## src/design/clerr_pkg.sv

```systemverilog
package clerr_pkg;

  // ==========================================================
  // character strings
  typedef logic [7:0] char_t;
  localparam int unsigned CMD_LEN   = 7;
  localparam int unsigned EXT_LEN   = 3;
  localparam int unsigned STATE_LEN = 5;
  localparam int unsigned UTC_LEN   = 8;
  localparam int unsigned FLD_LEN   = 8;

  localparam logic [55:0] CMD_REPORT  = "PRERROR";
  localparam logic [55:0] CMD_ALARM   = "ALARMST";
  localparam logic [55:0] CMD_STREAM  = "STERROR";
  localparam logic [23:0] EXT_GBG     = "GBG";
  localparam logic [23:0] EXT_UKN     = "UKN";
  localparam logic [23:0] EXT_SYN     = "SYN";
  localparam logic [23:0] EXT_SEM     = "SEM";
  localparam logic [23:0] EXT_PRT     = "PRT";
  localparam logic [23:0] EXT_INF     = "INF";
  localparam logic [23:0] EXT_DEF     = "DEF";
  localparam char_t       CH_OFF      = 8'h30;
  localparam char_t       CH_ON       = 8'h31;
  localparam char_t       CH_NA       = 8'h58;

  // ==========================================================
  // register map
  localparam logic [7:0]  OFS_CTRL    = 8'h00;
  localparam logic [7:0]  OFS_STAT    = 8'h04;
  localparam logic [7:0]  OFS_MASK    = 8'h08;
  localparam logic [7:0]  OFS_ALARM   = 8'h0C;
  localparam logic [7:0]  OFS_INFO    = 8'h10;
  localparam int unsigned CTRL_REPORT = 0;
  localparam int unsigned CTRL_AUTO   = 1;
  localparam logic [1:0]  CTRL_RST    = 2'h1;
  localparam int unsigned ALARM_ACT   = 0;
  localparam int unsigned ALARM_NA    = 8;
  localparam logic [4:0]  ACT_RST     = 5'h00;
  localparam logic [4:0]  NA_RST      = 5'h1F;
  localparam int unsigned INFO_CNT    = 16;
  localparam int unsigned EV_GBG      = 0;
  localparam int unsigned EV_UKN      = 1;
  localparam int unsigned EV_SYN      = 2;
  localparam int unsigned EV_SEM      = 3;
  localparam int unsigned EV_PRT      = 4;
  localparam int unsigned EV_ALARM    = 5;
  localparam int unsigned EV_STREAM   = 6;
  localparam int unsigned EV_ACCEPT   = 7;
  localparam int unsigned N_EV        = 8;

  // ==========================================================
  // types
  typedef enum logic [2:0] {
    FLT_NONE = 3'h0, FLT_GBG = 3'h1, FLT_UKN = 3'h2, FLT_SYN = 3'h3, FLT_SEM = 3'h4, FLT_PRT = 3'h5
  } fault_t;

  typedef enum logic [2:0] {
    OWN_NONE = 3'h0, OWN_ALARM_INF = 3'h1, OWN_ALARM_DEF = 3'h2, OWN_STREAM_INF = 3'h3,
    OWN_STREAM_DEF = 3'h4, OWN_REPORT = 3'h5
  } own_t;

  typedef enum logic [1:0] {ST_IDLE = 2'b00, ST_SEND = 2'b01} state_t;

  typedef struct packed {
    logic        psel;
    logic        penable;
    logic        pwrite;
    logic [7:0]  paddr;
    logic [31:0] pwdata;
  } apb_req_t;

  typedef struct packed {
    logic        pready;
    logic        pslverr;
    logic [31:0] prdata;
  } apb_rsp_t;

  typedef struct packed {
    logic        valid;
    logic        framed;
    logic        known;
    logic        syntax_ok;
    logic        value_ok;
    logic        seq_ok;
    logic [3:0]  nfields;
    logic [55:0] cmd;
    logic [23:0] ext;
  } rx_msg_t;

  typedef struct packed {
    logic        valid;
    logic [55:0] cmd;
    logic [23:0] ext;
    logic [1:0]  nfields;
    logic [3:0]  f1_len;
    logic [63:0] f1;
    logic [3:0]  f2_len;
    logic [63:0] f2;
  } tx_msg_t;

endpackage

```

## src/design/control_link_error_reporter.sv

```systemverilog
`timescale 1ns/100ps
// Operation
// - structureless message answered by bare garbage report
// - unknown command or extension gets unknown report
// - unknown report echoes command and extension words
// - bad field format gets syntax report
// - syntax report echoes command and extension words
// - disallowed field value gets semantic report
// - semantic report echoes command and extension words
// - out-of-sequence message gets protocol report
// - protocol report echoes command and extension words
// - error reports only for received message faults
// - alarm family queries and reports link alarms
// - stream family queries stream error details
// - alarm query answered with alarm definition
// - alarm state: five chars, 0/1/X each
module control_link_error_reporter (
  input  wire logic                mclk,        // 50 MHz clock
  input  wire logic                rst_n,       // async reset
  input  wire clerr_pkg::apb_req_t apb,         // apb request
  output      clerr_pkg::apb_rsp_t rsp,         // apb response
  input  wire clerr_pkg::rx_msg_t  rx,          // parsed received message
  output      logic                rx_ready,    // message can be taken
  output      clerr_pkg::tx_msg_t  tx,          // message to send
  input  wire logic                tx_ready,    // link took tx
  input  wire logic [63:0]         alarm_utc,   // time of alarm state start
  output      logic                accept,      // clean message to act on
  output      logic                stream_query, // stream status wanted
  output      logic                irq          // interrupt level
);

  typedef struct packed {
    clerr_pkg::state_t   fsm;
    clerr_pkg::tx_msg_t  tx;
    logic                rx_ready;
    logic                accept;
    logic                stream_query;
    clerr_pkg::apb_rsp_t rsp;
    logic [1:0]          ctrl;
    logic [7:0]          stat;
    logic [7:0]          mask;
    logic [4:0]          act;
    logic [4:0]          na;
    logic [39:0]         alarm_sent;
    clerr_pkg::fault_t   last;
    logic [15:0]         nfault;
    logic                irq;
  } regs_t;

  regs_t              st_ff;
  regs_t              nxt_st;
  logic               rx_take;
  logic               apb_done;
  clerr_pkg::fault_t  flt;
  clerr_pkg::own_t    own;
  logic [39:0]        alarm_now;
  logic [7:0]         ev;
  logic [7:0]         clr;

  // ==========================================================
  // decoding helpers
  function automatic clerr_pkg::own_t own_kind(input logic [55:0] cmd, input logic [23:0] ext);
    own_kind = clerr_pkg::OWN_NONE;
    if (cmd == clerr_pkg::CMD_ALARM && ext == clerr_pkg::EXT_INF) own_kind = clerr_pkg::OWN_ALARM_INF;
    if (cmd == clerr_pkg::CMD_ALARM && ext == clerr_pkg::EXT_DEF) own_kind = clerr_pkg::OWN_ALARM_DEF;
    if (cmd == clerr_pkg::CMD_STREAM && ext == clerr_pkg::EXT_INF) own_kind = clerr_pkg::OWN_STREAM_INF;
    if (cmd == clerr_pkg::CMD_STREAM && ext == clerr_pkg::EXT_DEF) own_kind = clerr_pkg::OWN_STREAM_DEF;
    if (cmd == clerr_pkg::CMD_REPORT) own_kind = clerr_pkg::OWN_REPORT;
  endfunction

  function automatic logic is_report_ext(input logic [23:0] ext);
    is_report_ext = (ext == clerr_pkg::EXT_GBG) || (ext == clerr_pkg::EXT_UKN) || (ext == clerr_pkg::EXT_SYN)
                 || (ext == clerr_pkg::EXT_SEM) || (ext == clerr_pkg::EXT_PRT);
  endfunction

  // first matching class wins: garbage, unknown, syntax, semantic, protocol
  function automatic clerr_pkg::fault_t classify(input clerr_pkg::rx_msg_t m, input clerr_pkg::own_t k);
    logic own_fields_bad;
    logic own_known;
    own_fields_bad = (k == clerr_pkg::OWN_ALARM_INF || k == clerr_pkg::OWN_STREAM_INF) && (m.nfields != 4'h0);
    own_known      = (k != clerr_pkg::OWN_NONE) && !(k == clerr_pkg::OWN_REPORT && !is_report_ext(m.ext));
    if (!m.framed)                                classify = clerr_pkg::FLT_GBG;
    else if (!(m.known || own_known))             classify = clerr_pkg::FLT_UKN;
    else if (!m.syntax_ok || own_fields_bad)      classify = clerr_pkg::FLT_SYN;
    else if (!m.value_ok)                         classify = clerr_pkg::FLT_SEM;
    else if (!m.seq_ok || k == clerr_pkg::OWN_ALARM_DEF || k == clerr_pkg::OWN_STREAM_DEF)
                                                  classify = clerr_pkg::FLT_PRT;
    else                                          classify = clerr_pkg::FLT_NONE;
  endfunction

  // five status characters, frame format first
  function automatic logic [39:0] alarm_chars(input logic [4:0] act, input logic [4:0] na);
    alarm_chars = '0;
    for (int i = 0; i < 5; i++) begin
      alarm_chars[i*8 +: 8] = na[i] ? clerr_pkg::CH_NA : (act[i] ? clerr_pkg::CH_ON : clerr_pkg::CH_OFF);
    end
  endfunction

  function automatic logic state_ok(input logic [39:0] s);
    state_ok = 1'b1;
    for (int i = 0; i < 5; i++) begin
      if (!(s[i*8 +: 8] inside {clerr_pkg::CH_OFF, clerr_pkg::CH_ON, clerr_pkg::CH_NA})) state_ok = 1'b0;
    end
  endfunction

  function automatic clerr_pkg::tx_msg_t make_report(input logic [23:0] kind, input logic [55:0] cmd,
                                                     input logic [23:0] ext);
    make_report         = '0;
    make_report.valid   = 1'b1;
    make_report.cmd     = clerr_pkg::CMD_REPORT;
    make_report.ext     = kind;
    if (kind != clerr_pkg::EXT_GBG) begin
      make_report.nfields = 2'd2;
      make_report.f1_len  = 4'(clerr_pkg::CMD_LEN);
      make_report.f1      = {8'h00, cmd};
      make_report.f2_len  = 4'(clerr_pkg::EXT_LEN);
      make_report.f2      = {40'h0000000000, ext};
    end
  endfunction

  function automatic clerr_pkg::tx_msg_t make_alarm(input logic [39:0] state, input logic [63:0] utc);
    make_alarm         = '0;
    make_alarm.valid   = 1'b1;
    make_alarm.cmd     = clerr_pkg::CMD_ALARM;
    make_alarm.ext     = clerr_pkg::EXT_DEF;
    make_alarm.nfields = 2'd2;
    make_alarm.f1_len  = 4'(clerr_pkg::STATE_LEN);
    make_alarm.f1      = {24'h000000, state};
    make_alarm.f2_len  = 4'(clerr_pkg::UTC_LEN);
    make_alarm.f2      = utc;
  endfunction

  // ==========================================================
  // next state
  always_comb begin
    nxt_st              = st_ff;
    nxt_st.accept       = 1'b0;
    nxt_st.stream_query = 1'b0;
    ev                  = '0;
    clr                 = '0;
    own                 = own_kind(rx.cmd, rx.ext);
    flt                 = classify(rx, own);
    alarm_now           = alarm_chars(st_ff.act, st_ff.na);
    rx_take             = rx.valid && st_ff.rx_ready;
    apb_done            = apb.psel && apb.penable && st_ff.rsp.pready;

    // apb: ready in the first access cycle
    nxt_st.rsp.pready  = apb.psel && !apb.penable;
    nxt_st.rsp.pslverr = 1'b0;
    nxt_st.rsp.prdata  = '0;
    if (apb.psel && !apb.penable) begin
      case (apb.paddr)
        clerr_pkg::OFS_CTRL:  nxt_st.rsp.prdata = {30'h00000000, st_ff.ctrl};
        clerr_pkg::OFS_STAT:  nxt_st.rsp.prdata = {24'h000000, st_ff.stat};
        clerr_pkg::OFS_MASK:  nxt_st.rsp.prdata = {24'h000000, st_ff.mask};
        clerr_pkg::OFS_ALARM: nxt_st.rsp.prdata = {19'h00000, st_ff.na, 3'h0, st_ff.act};
        clerr_pkg::OFS_INFO:  nxt_st.rsp.prdata = {st_ff.nfault, 13'h0000, st_ff.last};
        default:              nxt_st.rsp.pslverr = 1'b1;
      endcase
    end
    if (apb_done && apb.pwrite) begin
      case (apb.paddr)
        clerr_pkg::OFS_CTRL:  nxt_st.ctrl = apb.pwdata[1:0];
        clerr_pkg::OFS_MASK:  nxt_st.mask = apb.pwdata[7:0];
        clerr_pkg::OFS_ALARM: begin
          nxt_st.act = apb.pwdata[clerr_pkg::ALARM_ACT +: 5];
          nxt_st.na  = apb.pwdata[clerr_pkg::ALARM_NA +: 5];
        end
        default: ;
      endcase
    end
    if (apb_done && !apb.pwrite && apb.paddr == clerr_pkg::OFS_STAT) begin
      clr = st_ff.rsp.prdata[7:0]; // clear only what the read returned
    end

    // message handling
    case (st_ff.fsm)
      clerr_pkg::ST_IDLE: begin
        if (rx_take) begin
          case (flt)
            clerr_pkg::FLT_GBG: nxt_st.tx = make_report(clerr_pkg::EXT_GBG, '0, '0);
            clerr_pkg::FLT_UKN: nxt_st.tx = make_report(clerr_pkg::EXT_UKN, rx.cmd, rx.ext);
            clerr_pkg::FLT_SYN: nxt_st.tx = make_report(clerr_pkg::EXT_SYN, rx.cmd, rx.ext);
            clerr_pkg::FLT_SEM: nxt_st.tx = make_report(clerr_pkg::EXT_SEM, rx.cmd, rx.ext);
            clerr_pkg::FLT_PRT: nxt_st.tx = make_report(clerr_pkg::EXT_PRT, rx.cmd, rx.ext);
            default: begin
              if (own == clerr_pkg::OWN_ALARM_INF) begin
                nxt_st.tx         = make_alarm(alarm_now, alarm_utc);
                nxt_st.alarm_sent = alarm_now;
                ev[clerr_pkg::EV_ALARM] = 1'b1;
              end else if (own == clerr_pkg::OWN_STREAM_INF) begin
                nxt_st.stream_query        = 1'b1;
                ev[clerr_pkg::EV_STREAM]   = 1'b1;
              end else begin
                nxt_st.accept            = 1'b1;
                ev[clerr_pkg::EV_ACCEPT] = 1'b1;
              end
            end
          endcase
          if (flt != clerr_pkg::FLT_NONE) begin
            ev[3'(flt) - 3'd1] = 1'b1;
            nxt_st.last        = flt;
            nxt_st.nfault      = st_ff.nfault + 16'h0001;
            nxt_st.tx.valid    = st_ff.ctrl[clerr_pkg::CTRL_REPORT];
          end else if (own != clerr_pkg::OWN_ALARM_INF) begin
            nxt_st.tx.valid = 1'b0;
          end
        end else if (st_ff.ctrl[clerr_pkg::CTRL_AUTO] && alarm_now != st_ff.alarm_sent) begin
          nxt_st.tx         = make_alarm(alarm_now, alarm_utc);
          nxt_st.alarm_sent = alarm_now;
        end
        if (nxt_st.tx.valid) begin
          nxt_st.fsm = clerr_pkg::ST_SEND;
        end
      end
      clerr_pkg::ST_SEND: begin
        if (tx_ready) begin
          nxt_st.tx.valid = 1'b0;
          nxt_st.fsm      = clerr_pkg::ST_IDLE;
        end
      end
      default: begin
        nxt_st.tx.valid = 1'b0;
        nxt_st.fsm      = clerr_pkg::ST_IDLE;
      end
    endcase
    nxt_st.rx_ready = (nxt_st.fsm == clerr_pkg::ST_IDLE);

    // sticky events: a new event beats the read clear
    nxt_st.stat = (st_ff.stat & ~clr) | ev;
    nxt_st.irq  = |(nxt_st.stat & nxt_st.mask);
  end

  // ==========================================================
  // state register
  always_ff @(posedge mclk or negedge rst_n) begin
    if (!rst_n) begin
      st_ff            <= '0;
      st_ff.fsm        <= clerr_pkg::ST_IDLE;
      st_ff.ctrl       <= clerr_pkg::CTRL_RST;
      st_ff.act        <= clerr_pkg::ACT_RST;
      st_ff.na         <= clerr_pkg::NA_RST;
      st_ff.last       <= clerr_pkg::FLT_NONE;
    end else begin
      st_ff <= nxt_st;
    end
  end

  assign rsp          = st_ff.rsp;
  assign rx_ready     = st_ff.rx_ready;
  assign tx           = st_ff.tx;
  assign accept       = st_ff.accept;
  assign stream_query = st_ff.stream_query;
  assign irq          = st_ff.irq;

  // ==========================================================
  // checks
  gbg_report_a: assert property (@(posedge mclk) disable iff (!rst_n)
    (rx_take && !rx.framed && st_ff.ctrl[clerr_pkg::CTRL_REPORT])
    |=> (tx.valid && tx.cmd == clerr_pkg::CMD_REPORT && tx.ext == clerr_pkg::EXT_GBG && tx.nfields == 2'd0))
    else $error("garbage message not answered by bare report");

  ukn_report_a: assert property (@(posedge mclk) disable iff (!rst_n)
    (rx_take && rx.framed && !rx.known && own_kind(rx.cmd, rx.ext) == clerr_pkg::OWN_NONE
     && st_ff.ctrl[clerr_pkg::CTRL_REPORT]) |=> (tx.valid && tx.ext == clerr_pkg::EXT_UKN))
    else $error("unknown command not reported");

  echo_fields_a: assert property (@(posedge mclk) disable iff (!rst_n)
    (rx_take && flt inside {clerr_pkg::FLT_UKN, clerr_pkg::FLT_SYN, clerr_pkg::FLT_SEM, clerr_pkg::FLT_PRT}
     && st_ff.ctrl[clerr_pkg::CTRL_REPORT])
    |=> (tx.f1 == {8'h00, $past(rx.cmd)} && tx.f2[23:0] == $past(rx.ext) && tx.f1_len == 4'd7 && tx.f2_len == 4'd3))
    else $error("report does not echo command and extension");

  syn_report_a: assert property (@(posedge mclk) disable iff (!rst_n)
    (rx_take && rx.framed && rx.known && !rx.syntax_ok && st_ff.ctrl[clerr_pkg::CTRL_REPORT])
    |=> (tx.valid && tx.ext == clerr_pkg::EXT_SYN && tx.nfields == 2'd2))
    else $error("syntax fault not reported");

  sem_report_a: assert property (@(posedge mclk) disable iff (!rst_n)
    (rx_take && flt == clerr_pkg::FLT_SEM && st_ff.ctrl[clerr_pkg::CTRL_REPORT])
    |=> (tx.valid && tx.ext == clerr_pkg::EXT_SEM && tx.f1[55:0] == $past(rx.cmd)))
    else $error("semantic fault not reported");

  prt_report_a: assert property (@(posedge mclk) disable iff (!rst_n)
    (rx_take && rx.framed && rx.known && rx.syntax_ok && rx.value_ok && !rx.seq_ok
     && st_ff.ctrl[clerr_pkg::CTRL_REPORT]) |=> (tx.valid && tx.ext == clerr_pkg::EXT_PRT))
    else $error("protocol fault not reported");

  err_family_a: assert property (@(posedge mclk) disable iff (!rst_n)
    (tx.valid && tx.cmd == clerr_pkg::CMD_REPORT) |-> (is_report_ext(tx.ext) && st_ff.last != clerr_pkg::FLT_NONE))
    else $error("error report without a received fault");

  alarm_answer_a: assert property (@(posedge mclk) disable iff (!rst_n)
    (rx_take && flt == clerr_pkg::FLT_NONE && own == clerr_pkg::OWN_ALARM_INF)
    |=> (tx.valid && tx.cmd == clerr_pkg::CMD_ALARM && tx.ext == clerr_pkg::EXT_DEF && tx.f1_len == 4'd5
         && tx.f1[39:0] == alarm_chars($past(st_ff.act), $past(st_ff.na))))
    else $error("alarm query not answered with alarm state");

  one_report_a: assert property (@(posedge mclk) disable iff (!rst_n)
    (rx_take && !rx.framed && !rx.syntax_ok && !rx.seq_ok && st_ff.ctrl[clerr_pkg::CTRL_REPORT])
    |=> (st_ff.last == clerr_pkg::FLT_GBG && !rx_ready && st_ff.nfault == $past(st_ff.nfault) + 16'h0001))
    else $error("fault priority or single report broken");

  no_act_a: assert property (@(posedge mclk) disable iff (!rst_n)
    (rx_take && flt != clerr_pkg::FLT_NONE) |=> (!accept && !stream_query))
    else $error("faulty message was acted upon");

  tx_hold_a: assert property (@(posedge mclk) disable iff (!rst_n)
    (tx.valid && !tx_ready) |=> (tx.valid && $stable(tx.ext) && $stable(tx.f1)))
    else $error("outgoing message dropped before taken");

  stream_query_a: assert property (@(posedge mclk) disable iff (!rst_n)
    (rx_take && flt == clerr_pkg::FLT_NONE && own == clerr_pkg::OWN_STREAM_INF) |=> (stream_query && !tx.valid))
    else $error("stream query not passed on");

  accept_clean_a: assert property (@(posedge mclk) disable iff (!rst_n)
    (rx_take && flt == clerr_pkg::FLT_NONE && !(own inside {clerr_pkg::OWN_ALARM_INF, clerr_pkg::OWN_STREAM_INF}))
    |=> (accept && !tx.valid))
    else $error("clean message not passed on");

  report_off_a: assert property (@(posedge mclk) disable iff (!rst_n)
    (rx_take && flt != clerr_pkg::FLT_NONE && !st_ff.ctrl[clerr_pkg::CTRL_REPORT]) |=> (!tx.valid && rx_ready))
    else $error("report sent while reports are off");

  alarm_state_a: assert property (@(posedge mclk) disable iff (!rst_n)
    (tx.valid && tx.cmd == clerr_pkg::CMD_ALARM)
    |-> (tx.ext == clerr_pkg::EXT_DEF && tx.f1_len == 4'h5 && tx.f2_len == 4'h8 && state_ok(tx.f1[39:0])))
    else $error("alarm state field malformed");

  rx_block_a: assert property (@(posedge mclk) disable iff (!rst_n)
    tx.valid |-> !rx_ready)
    else $error("new message taken while a reply is pending");

  apb_ready_a: assert property (@(posedge mclk) disable iff (!rst_n)
    (apb.psel && !apb.penable) |=> (rsp.pready ##1 !rsp.pready))
    else $error("apb ready not a single pulse after setup");

  stat_clear_a: assert property (@(posedge mclk) disable iff (!rst_n)
    (apb_done && !apb.pwrite && apb.paddr == clerr_pkg::OFS_STAT)
    |=> ((st_ff.stat & $past(rsp.prdata[7:0]) & ~$past(ev)) == 8'h00))
    else $error("status read did not clear the reported bits");

endmodule

```

## config.mk

```make
export PLATFORM = sky130hd
export DESIGN_NAME = control_link_error_reporter
export DESIGN_NICKNAME = d
export VERILOG_FILES = /design/src/design/clerr_pkg.sv /design/src/design/control_link_error_reporter.sv
export SDC_FILE = /design/constraint.sdc
export NUM_CORES = 1
export LEC_CHECK = 0
export BUFFER_PORTS_ARGS = -buffer_cell sky130_fd_sc_hd__buf_2
export CAP_MARGIN = 5
export CORE_UTILIZATION = 35
export CTS_CLUSTER_SIZE = 24
export DETAILED_ROUTE_END_ITERATION = 7
export PLACE_DENSITY = 0.57
export SLEW_MARGIN = 10
export SYNTH_ARGS = -nofsm -noshare
export SYNTH_HDL_FRONTEND = slang
export SYNTH_SLANG_ARGS = --single-unit
```

## constraint.sdc

```tcl
create_clock -name mclk -period 5.9 [get_ports mclk]
set_input_delay 0.295 -clock mclk [delete_from_list [all_inputs] [get_ports mclk]]
set_output_delay 0.295 -clock mclk [all_outputs]
set_load 0.05 [all_outputs]
```

Word-level counts from Yosys, hierarchy flattened --
Index checks and enable logic that the tools add are counted.
Word-level totals: register bits 346, input bits 200, output and inout bits 257, logic and storage cells 167
Operators by class: add/subtract/negate cells 2, $lt $le $gt $ge 2, equal/unequal tests 32, muxes and demuxes 56, bitwise logic cells 5, reductions and logical operators 46
Operators by type and width (number):
- $pmux W219 S5 | 1
- $mux W219 | 4
- $eq A24 B23 Y1 const B | 7
- $eq A56 B55 Y1 const B | 3
- $mux W40 | 4
- $pmux W32 S5 | 1
- $mux W8 | 5
- $ne A39 B40 Y1 | 1
- $mux W3 | 12
- $mux W7 | 5
- $mux W33 | 1
- $mux W18 | 1
- $add A16 B1 Y16 const B | 1
- $and A8 B8 Y8 | 2
- $eq A8 B4 Y1 const B | 2
- $logic_and A1 B1 Y1 | 16
- $or A8 B8 Y8 | 2
- $mux W1 | 13
- $eq A3 B2 Y1 const B | 4
- $eq A3 B3 Y1 const B | 4
- $mux W2 | 6
- $mux W10 | 1
- $reduce_or A5 Y1 | 2
- $logic_or A1 B1 Y1 | 9
- other kinds (25) | 36

Logic depth before layout (Yosys ltp) --
Gate-level depths: netlist of run 1.
word-level depth 27, gate-level depth with buffers 16, gate-level depth less buffers 14

Worst setup path before layout of run 1 --
OpenSTA, ideal clock, no wires.
path type input to register, from input port rx[23] (netlist bit), to register st_ff, in the netlist tx[5], data arrival time 4.025 ns, data required time 5.775 ns, setup slack 1.751 ns, stages 13, buffers on the path 2, cells stage by stage nand2b_4 or4_1 or4_1 o2111ai_2 a21oi_1 nor2_1 inv_1 ha_1 clkbuf_1 o32a_1 o41ai_4 buf_2 mux2_2
On the way: cells in the longest elaborated chain, start to end 19, elaborated cells between the ends (all ways) 51, those cells by class eq/ne: 18; mux: 13; reduce/logical: 20
Ends and longest elaborated chain:
- start: declaration | line control_link_error_reporter.sv:22 | input wire clerr_pkg::rx_msg_t rx,
- $eq A24 B23 Y1 | line control_link_error_reporter.sv:64, control_link_error_reporter.sv:66
- $logic_and A1 B1 Y1 | line control_link_error_reporter.sv:64 | if (cmd == clerr_pkg::CMD_ALARM && ext == clerr_pkg::EXT_INF) own_kind = clerr_pkg::OWN_ALARM_INF;
- $mux W1 | line control_link_error_reporter.sv:64
- $mux W2 | line control_link_error_reporter.sv:65 | if (cmd == clerr_pkg::CMD_ALARM && ext == clerr_pkg::EXT_DEF) own_kind = clerr_pkg::OWN_ALARM_DEF;
- $mux W3 | line control_link_error_reporter.sv:66 | if (cmd == clerr_pkg::CMD_STREAM && ext == clerr_pkg::EXT_INF) own_kind = clerr_pkg::OWN_STREAM_INF;
- $mux W3 | line control_link_error_reporter.sv:67 | if (cmd == clerr_pkg::CMD_STREAM && ext == clerr_pkg::EXT_DEF) own_kind = clerr_pkg::OWN_STREAM_DEF;
- $mux W3 | line control_link_error_reporter.sv:68 | if (cmd == clerr_pkg::CMD_REPORT) own_kind = clerr_pkg::OWN_REPORT;
- $eq A3 B2 Y1 | line control_link_error_reporter.sv:86 | else if (!m.seq_ok || k == clerr_pkg::OWN_ALARM_DEF || k == clerr_pkg::OWN_STREAM_DEF)
- [3 not listed]
- $mux W3 | line control_link_error_reporter.sv:85 | else if (!m.value_ok) classify = clerr_pkg::FLT_SEM;
- $mux W3 | line control_link_error_reporter.sv:84 | else if (!m.syntax_ok || own_fields_bad) classify = clerr_pkg::FLT_SYN;
- $mux W3 | line control_link_error_reporter.sv:83 | else if (!(m.known || own_known)) classify = clerr_pkg::FLT_UKN;
- $mux W3 | line control_link_error_reporter.sv:82 | if (!m.framed) classify = clerr_pkg::FLT_GBG;
- $eq A3 B3 Y1, or another cell as far along | line control_link_error_reporter.sv:180 | case (flt)
- $pmux W219 S5 | line control_link_error_reporter.sv:180
- $mux W219 | line control_link_error_reporter.sv:179 | if (rx_take) begin
- $mux W219 | line control_link_error_reporter.sv:177 | case (st_ff.fsm)
- end signal: assignment | line control_link_error_reporter.sv:245 | st_ff <= nxt_st;
- end: declaration | line control_link_error_reporter.sv:50 | regs_t st_ff;
Parallel ways exist; a longest one is shown, timed or not. The select of a mux whose other input is x is not followed. A chain may end at the register's enable or synchronous reset.

Final worst setup path of run 1 --
from input port rx[79] (netlist bit), to register st_ff, in the netlist tx[4]
On the way: cells in the longest elaborated chain, start to end 19, elaborated cells between the ends (all ways) 42, those cells by class eq/ne: 14; mux: 13; reduce/logical: 15
Ends and longest elaborated chain (line):
- $eq A56 B55 Y1 | control_link_error_reporter.sv:64, control_link_error_reporter.sv:65
- $logic_and A1 B1 Y1 | control_link_error_reporter.sv:64
- $mux W1 | control_link_error_reporter.sv:64
- $mux W2 | control_link_error_reporter.sv:65
- $mux W3 | control_link_error_reporter.sv:66
- $mux W3 | control_link_error_reporter.sv:67
- $mux W3 (*) | control_link_error_reporter.sv:68
- $eq A3 B2 Y1 | control_link_error_reporter.sv:86
- [3 not listed]
- $mux W3 | control_link_error_reporter.sv:85
- $mux W3 | control_link_error_reporter.sv:84
- $mux W3 | control_link_error_reporter.sv:83
- $mux W3 | control_link_error_reporter.sv:82
- $eq A3 B3 Y1, or another cell as far along | control_link_error_reporter.sv:180
- $pmux W219 S5 | control_link_error_reporter.sv:180
- $mux W219 | control_link_error_reporter.sv:179
- $mux W219 | control_link_error_reporter.sv:177
Mark *: on every way between the ends. The rest lies on a longest branch, timed or not. The select of a mux whose other input is x is not followed.

==> results by group, run 1 <==
Status
  • Status: finished clean

Timing
  • Final setup vio count: 0
  • Setup WS post-layout: 0.267 ns
  • Worst Clk Skew: 0.00993 ns
  • RSZ-0062 raised after global routing: no
  • Worst-Margin Slew: 1.17 ns
  • Final Max Slew Viols: 0
  • Fin crit share: 95.5%
  • Final Critical Period: 5.63 ns
  • Setup TNS: 0 ns
  • Final hold viol count: 0
  • Slew HR: 21.7%
  • Fmax: 178 MHz

Synthesis
  • Ys flop type: dfrtp_1
  • Register area share after synthesis: 47.8%
  • Ys async rst share: 100%
  • Synthesized flop and latch total: 238
  • Cells after synthesis: 1171
  • Top-area cell type share of the netlist area: 46.6%
  • Ys Warns: 0
  • Area leader, netlist: dfrtp_1
  • Synth Area per Inst: 10.6 um2
  • Most numerous cell in the Yosys netlist: buf_4
  • Synthesized cell area: 12500 um2
  • Top cells by instance count after synthesis: buf_4 (258), dfrtp_1 (232), nand2_1 (91), a22o_1 (72), mux2_2 (40)
  • Post-synthesis cell type count: 68
  • Synth top area cells: dfrtp_1 (47%), buf_4 (16%), a22o_1 (5.1%)
  • EDFF count, synth: 0

Drt
  • Via count: 9756
  • Pre-antenna DRT Iters: 5
  • Vias per cell: 5.01
  • Routed wire length: 38300 um
  • Detail Route Antenna Nets: 0
  • Routed len/inst: 19.7 um
  • Initial drt markers: 499
  • Post-route DRC: 0

CTS
  • CTS H-Tree Depth: 1
  • Clock Tree Buf Depth: 3
  • CTS sink cnt: 238
  • Clk Latency, worst-skew pair: 0.55 ns
  • Clk pin slew, worst setup/hold paths: 0.06 ns
  • Cts bufs inserted: 28
  • CTS tree: built
  • Clock Tree Root: clkbuf_16

Setup path
  • Kind of critical path: in2reg
  • Arrival time of the worst setup path: 6.11 ns
  • Critical path endpoint category: register
  • Worst flop-to-flop path endpoint: tx[4]$_DFFE_PN0P_
  • Flop2flop setup slack: 2.66 ns
  • Req. time, crit path: 6.38 ns
  • Crit path capture: tx[4]$_DFFE_PN0P_
  • Critical Path Start: rx[79]
  • Critical path peak fanout: 39
  • Worst R2R Start: rx_ready$_DFF_PN0_
  • R2r worst-path depth: 8
  • Setup crit start kind: input port

Placement
  • Pre-CTS setup slack: 0.649 ns
  • Input/output buffers: 390
  • Post-detail-place hpwl: 27300 um
  • GPL Wtd Cong: 0.819
  • Placed instance area: 13200 um2

Floorplanning
  • Placeable Area: 34800 um2
  • Num ports: 457
  • Die Ht: 191 um
  • Chip Width: 191 um
  • DIE AREA: 36400 um2
  • Initial Utilization: 35.8%
  • Row cnt: 68

GRT
  • Total grt overflow: 0
  • Initial antenna violation count: 5
  • First-pass GRT wire length: 57500 um
  • Gr usage total: 20.5%
  • Pin count of the biggest net entering global routing: 102
  • Vias in the first global route: 9708

Power
  • Combinational Power Share: 28.5%
  • Psw: 1.89 mW
  • Clock share of power: 33.7%
  • Pwr Total: 5.19 mW
  • Pleak: 7.90 nW
  • Sequential power share: 37.8%
  • Pwr dens: 339 nW/um2
  • Sw frac: 36.4%
  • VDD IR max: 0.238 mV
  • Internal: 3.30 mW

Final layout
  • Fraction of layout cells with a size suffix above 1: 35.2%
  • Area grow syn2layout: 23.1%
  • Post-route cell area: 15300 um2
  • Finished Core Util: 44.1%
  • Nets: 1673

Hold path
  • Min-delay worst type: in2reg

Job
  • Maxcap violations: 0
## worst min-delay path by stage
stage,from,end,slack (ns),cells after the start
2_1_floorplan,rst_n,accept$_DFF_PN0_,-0.0006,0
3_5_place_dp,rst_n,tx[33]$_DFFE_PN0P_,0.40,1
3_3_place_gp,rst_n,tx[30]$_DFFE_PN0P_,0.40,1
6_report,rx[66],tx[110]$_DFFE_PN0P_,0.03,2
5_1_grt,rx[31],tx[75]$_DFFE_PN0P_,0.02,2
4_1_cts,rx[46],tx[90]$_DFFE_PN0P_,0.0007,2
## routing by layer
layer | wire length [um] | up-vias | global-route usage (%)
met5 | 27 | - | 0
met4 | 840 | 4 | 5.88
met3 | 2350 | 58 | 3.96
met2 | 18800 | 353 | 35.2
met1 | 16200 | 4819 | 26.0
li1 | - | 4522 | -
## layout make-up
cell class,count,area (um2)
antenna,3,7.51
clock buffer,43,878
clock inverter,7,65.1
fill,3335,19500
inverter,16,60.1
multi-input combinational,661,4530
sequential,238,5960
tap,455,569
timing repair buffer,523,3270
## critical path, cell delays in order
cell and delay (ns):
dlygate4sd3_1 0.55, buf_2 0.14, nor4b_1 0.45, nand4_1 0.35
nor4_1 0.70, o211ai_1 0.31, nand3_1 0.20, a21oi_1 0.05
nor2_1 0.37, inv_1 0.22, ha_1 0.39, o32a_1 0.54
o41ai_4 0.36, buf_6 0.36, a22oi_1 0.14, nand2_1 0.09
dlygate4sd3_1 0.55
## cells by family (layout without fill, tap and decap cells)
| kind of cell | after synthesis | count (layout) | synth area share [%] |
|---|---|---|---|
| flip-flops | 238 | 238 | 47.8 |
| AO/OA/AOI/OAI | 230 | 230 | 14.4 |
| buffers and inverters | 319 | 589 | 17.5 |
| adder cells (fa/ha/maj) | 5 | 5 | 0.502 |
| multiplexers | 46 | 46 | 4.12 |
| AND/OR/NAND/NOR | 312 | 312 | 14.2 |
| XOR/XNOR | 20 | 20 | 1.41 |
| other | 1 | 51 | 0.0301 |
## power by group through the flow
stage / registers (mW) / logic [mW] / clock network (mW)
final: 1.96 / 1.48 / 1.75
after global routing: 1.99 / 1.56 / 1.86
after CTS: 1.96 / 1.49 / 1.80
after detailed placement: 1.99 / 1.41 / 0
after global placement: 1.98 / 1.40 / 0
after floorplan: 1.95 / 1.29 / 0
## repair_timing
item,4_1_cts,5_1_grt
hold buffers,112,0
buffers inserted,0,1
hold endpoints to repair,201,0
setup endpoints to repair,0,6
gates resized for setup,0,2
## flip-flops by register name (all words and copies together) (netlist names)
name / flops
accept: 1
irq: 1
rsp: 31
rx_ready: 1
st_ff: 65
stream_query: 1
tx: 138
## layout by cell type, fill, tap and decap left out, drive strengths merged, types with 8 or more instances in the layout
cell         count
nor3            18
nor4bb          10
conb            48
o21ai           36
dlygate4sd3    112
nor2b           15
clkbuf          43
buf            411
xnor2            9
a22oi           31
and3            21
a221o           20
nand2           91
nand4           14
xor2            11
nor4            13
nand2b           8
nor4b           13
inv             16
a21oi           18
nand3           32
nor2            22
a22o            72
dfrtp          232
and2            17
mux2            42
## metrics by stage
step           hold slack [ns]  instances
5_1_grt                 0.0233       1945
3_5_place_dp             0.395       1780
2_1_floorplan        -0.000591       1218
3_3_place_gp             0.395       1780
6_report                0.0292       1946
4_1_cts               0.000741       1942
(Power assumes the default switching activity.)
==> inputs of run 2 (changes only) <==
- BUFFER_PORTS_ARGS: -buffer_cell sky130_fd_sc_hd__buf_2 -> -buffer_cell sky130_fd_sc_hd__buf_4
- CTS_BUF_LIST: unset -> sky130_fd_sc_hd__clkbuf_4 sky130_fd_sc_hd__clkbuf_8
==> run 2 against run 1 <==
Count of clock-buffer cells in the layout increased by 24; power grew 2.3%; die area unchanged; global-route usage increased by 0.77 points; clock power fell by 5%; clock skew up 0.031 ns; maximum frequency increased by 3.0%; core utilization rose by 3.8 points; critical path depth is 1 lower; wire length rose by 3.2%; largest power group unchanged.
==> results by group, run 2 (synthesis gave the netlist of run 1 again) <==
Status
  • Status: finished clean

GRT
  • Gr usage total: 21.2% (+0.77 points)
  • Initial antenna violation count: 2 (-3)
  • Vias in the first global route: 10000 (+3.1%)
  • Pin count of the biggest net entering global routing: 149 (+46%)
  • First-pass GRT wire length: 58900 um (+2.5%)
  • Total grt overflow: 0 (unchanged)

Drt
  • Post-route DRC: 0 (unchanged)
  • Detail Route Antenna Nets: 0 (unchanged)
  • Metal2 WL: 19100 um (+1.3%)
  • WL met1: 16600 um (+2.1%)
  • Vias per cell: 4.99 (-0.48%)
  • Pre-antenna DRT Iters: 5 (unchanged)
  • Via count: 9999 (+2.5%)
  • Top sig layer: met4
  • Routed len/inst: 19.7 um (+0.24%)
  • Initial drt markers: 533 (+6.8%)
  • Routed wire length: 39500 um (+3.2%)
  • Met3 wire len: 2600 um (+11%)

Timing
  • RSZ-0062 raised after global routing: no
  • Slew HR: 17.5% (-4.2 points)
  • Fmax: 183 MHz (+3.0%)
  • Worst Clk Skew: 0.0411 ns (+0.0312 ns)
  • Worst-Margin Slew: 1.23 ns (+0.0536 ns)
  • Setup WS post-layout: 0.433 ns (+0.166 ns)
  • Final Max Slew Viols: 0 (unchanged)
  • Setup TNS: 0 ns (unchanged)
  • Fin crit share: 92.7% (-2.8 points)
  • Final Critical Period: 5.47 ns (-0.166 ns)
  • Final hold viol count: 0 (unchanged)
  • Final setup vio count: 0 (unchanged)

Setup path
  • R2r worst-path depth: 9 (+1)
  • Crit path capture: tx[12]$_DFFE_PN0P_
  • Req. time, crit path: 6.44 ns (+0.06 ns)
  • Top cell family by delay on the critical path: simple AND/OR/NAND/NOR gates
  • Critical path endpoint category: register
  • Critical Path Start: rx[50]
  • Crit path cell chain: dlygate4sd3_1 -> buf_4 -> nor4b_1 -> nand4_1 -> nor4_2 -> a21boi_0 -> o2111ai_2 -> a21oi_1 -> nor2_2 -> ha_1 -> or3_1 -> o21ai_4 -> buf_4 -> a22oi_1 -> nand2_1 -> dlygate4sd3_1
  • Slowest cell delay on critical path: 0.56 ns (-0.14 ns)
  • Setup crit start kind: input port
  • Worst flop-to-flop path endpoint: tx[12]$_DFFE_PN0P_
  • Critical path peak fanout: 33 (-15%)
  • Worst path bufs/invs: 4 (-1)
  • Kind of critical path: in2reg
  • Worst R2R Start: rx_ready$_DFF_PN0_
  • Arrival time of the worst setup path: 6.01 ns (-0.10 ns)
  • Flop2flop setup slack: 2.45 ns (-0.21 ns)
  • Crit-path slowest cell: dlygate4sd3_1
  • Number of cells on the critical path: 16 (-1)

CTS
  • Cts bufs inserted: 44 (+57%)
  • Clock Tree Root: clkbuf_8
  • Clk Latency, worst-skew pair: 0.61 ns (+0.06 ns)
  • CTS tree: built
  • CTS sink cnt: 238 (unchanged)
  • CTS H-Tree Depth: 2 (+1)
  • Clk pin slew, worst setup/hold paths: 0.06 ns (about the same)
  • Clock Tree Buf Depth: 3 (unchanged)

Final layout
  • Reg area: 5960 um2 (unchanged)
  • Most common cell after layout, fill and taps aside: buf_4
  • Fraction of layout cells with a size suffix above 1: 35.4% (+0.21 points)
  • Area grow syn2layout: 33.6%
  • Max reg flops: 138 (unchanged)
  • Nets: 1725 (+3.1%)
  • Area of the multi-input gates: 4530 um2 (about the same)
  • Post-Layout Cell Count: 2004 (+3.0%)
  • Most frequent cells in the layout: buf_4 (403), dfrtp_1 (232), dlygate4sd3_1 (152)
  • Fill cells: 3236 (-3.0%)

Floorplanning
  • Row cnt: 68 (unchanged)
  • Die Ht: 191 um (unchanged)
  • Num ports: 457 (unchanged)
  • Placeable Area: 34800 um2 (unchanged)
  • DIE AREA: 36400 um2 (unchanged)
  • Initial Utilization: 35.8% (unchanged)
  • Chip Width: 191 um (unchanged)

Job
  • Maxcap violations: 0 (unchanged)

Hold path
  • Min-delay src: alarm_utc[6]
  • Min-delay worst type: in2reg
  • Min-Delay Path Depth: 3 (+1)

Placement
  • Number of instances in the placed design: 1777 (-0.17%)
  • Pre-CTS setup slack: 0.525 ns (-0.124 ns)
  • Input/output buffers: 390 (unchanged)
  • Post-detail-place hpwl: 27600 um (+1.4%)
  • GPL Wtd Cong: 0.824 (+0.62%)

Power
  • VDD IR max: 0.179 mV (-25%)
  • Pleak: 8.30 nW (+5.1%)
  • Pwr dens: 319 nW/um2 (-5.8%)
  • Pwr Total: 5.31 mW (+2.3%)
## run 2: cell types whose count changed in the layout (fill, tap and decap cells not counted), moves of 4 or more
cell,before,now
dlygate4sd3_1,112,152
clkbuf_16,29,0
clkbuf_8,10,56
clkbuf_4,0,11
buf_4,18,403
clkbuf_1,4,0
buf_2,389,0
## run 2: cell type report
cell class,instances,area share (%)
multi-input combinational,661,27.2
sequential,238,35.8
timing repair buffer,559,27.7
clock inverter,6,0.361
clock buffer,67,5.12
tap,455,3.42
inverter,16,0.361
antenna,2,0.0301
## run 2: metal layers
layer	global-route usage (%)	vias up
met5	0	-
met2	35.4	356
met4	8.22	0
li1	-	4617
met3	5.59	71
met1	26.2	4955
## run 2: worst min path at each step
stage	to	slack [ns]
global route	tx[6]$_DFFE_PN0P_	0.04
detailed placement	tx[30]$_DFFE_PN0P_	0.35
CTS	tx[6]$_DFFE_PN0P_	0.003
global placement	tx[30]$_DFFE_PN0P_	0.36
floorplan	accept$_DFF_PN0_	-0.0006
finish	tx[6]$_DFFE_PN0P_	0.06
## run 2: metrics by stage
step           hold WS (ns)  area, um2  utilization (%)
6_report             0.0577      16700             47.8
5_1_grt              0.0379      16600             47.8
4_1_cts             0.00327      16600             47.8
3_5_place_dp          0.347      14200             40.8
3_3_place_gp          0.356      14200             40.8
2_1_floorplan     -0.000591      12600                -
## run 2: tightest hold or removal path, stage by stage
cell    delay, ns
buf_4        0.08
a32o_1       0.11
mux2_2       0.13
## run 2: where the power goes
part           internal, mW  switching, mW
logic                 0.580           1.09
clock network         0.957          0.715
registers              1.83          0.140
total                  3.37           1.94
## run 2: what timing repair did
action	4_1_cts	5_1_grt
resized for setup	0	3
setup buffers	0	0
hold buffers	152	0
endpoints found under the setup margin	0	19
endpoints found under the hold margin	230	0
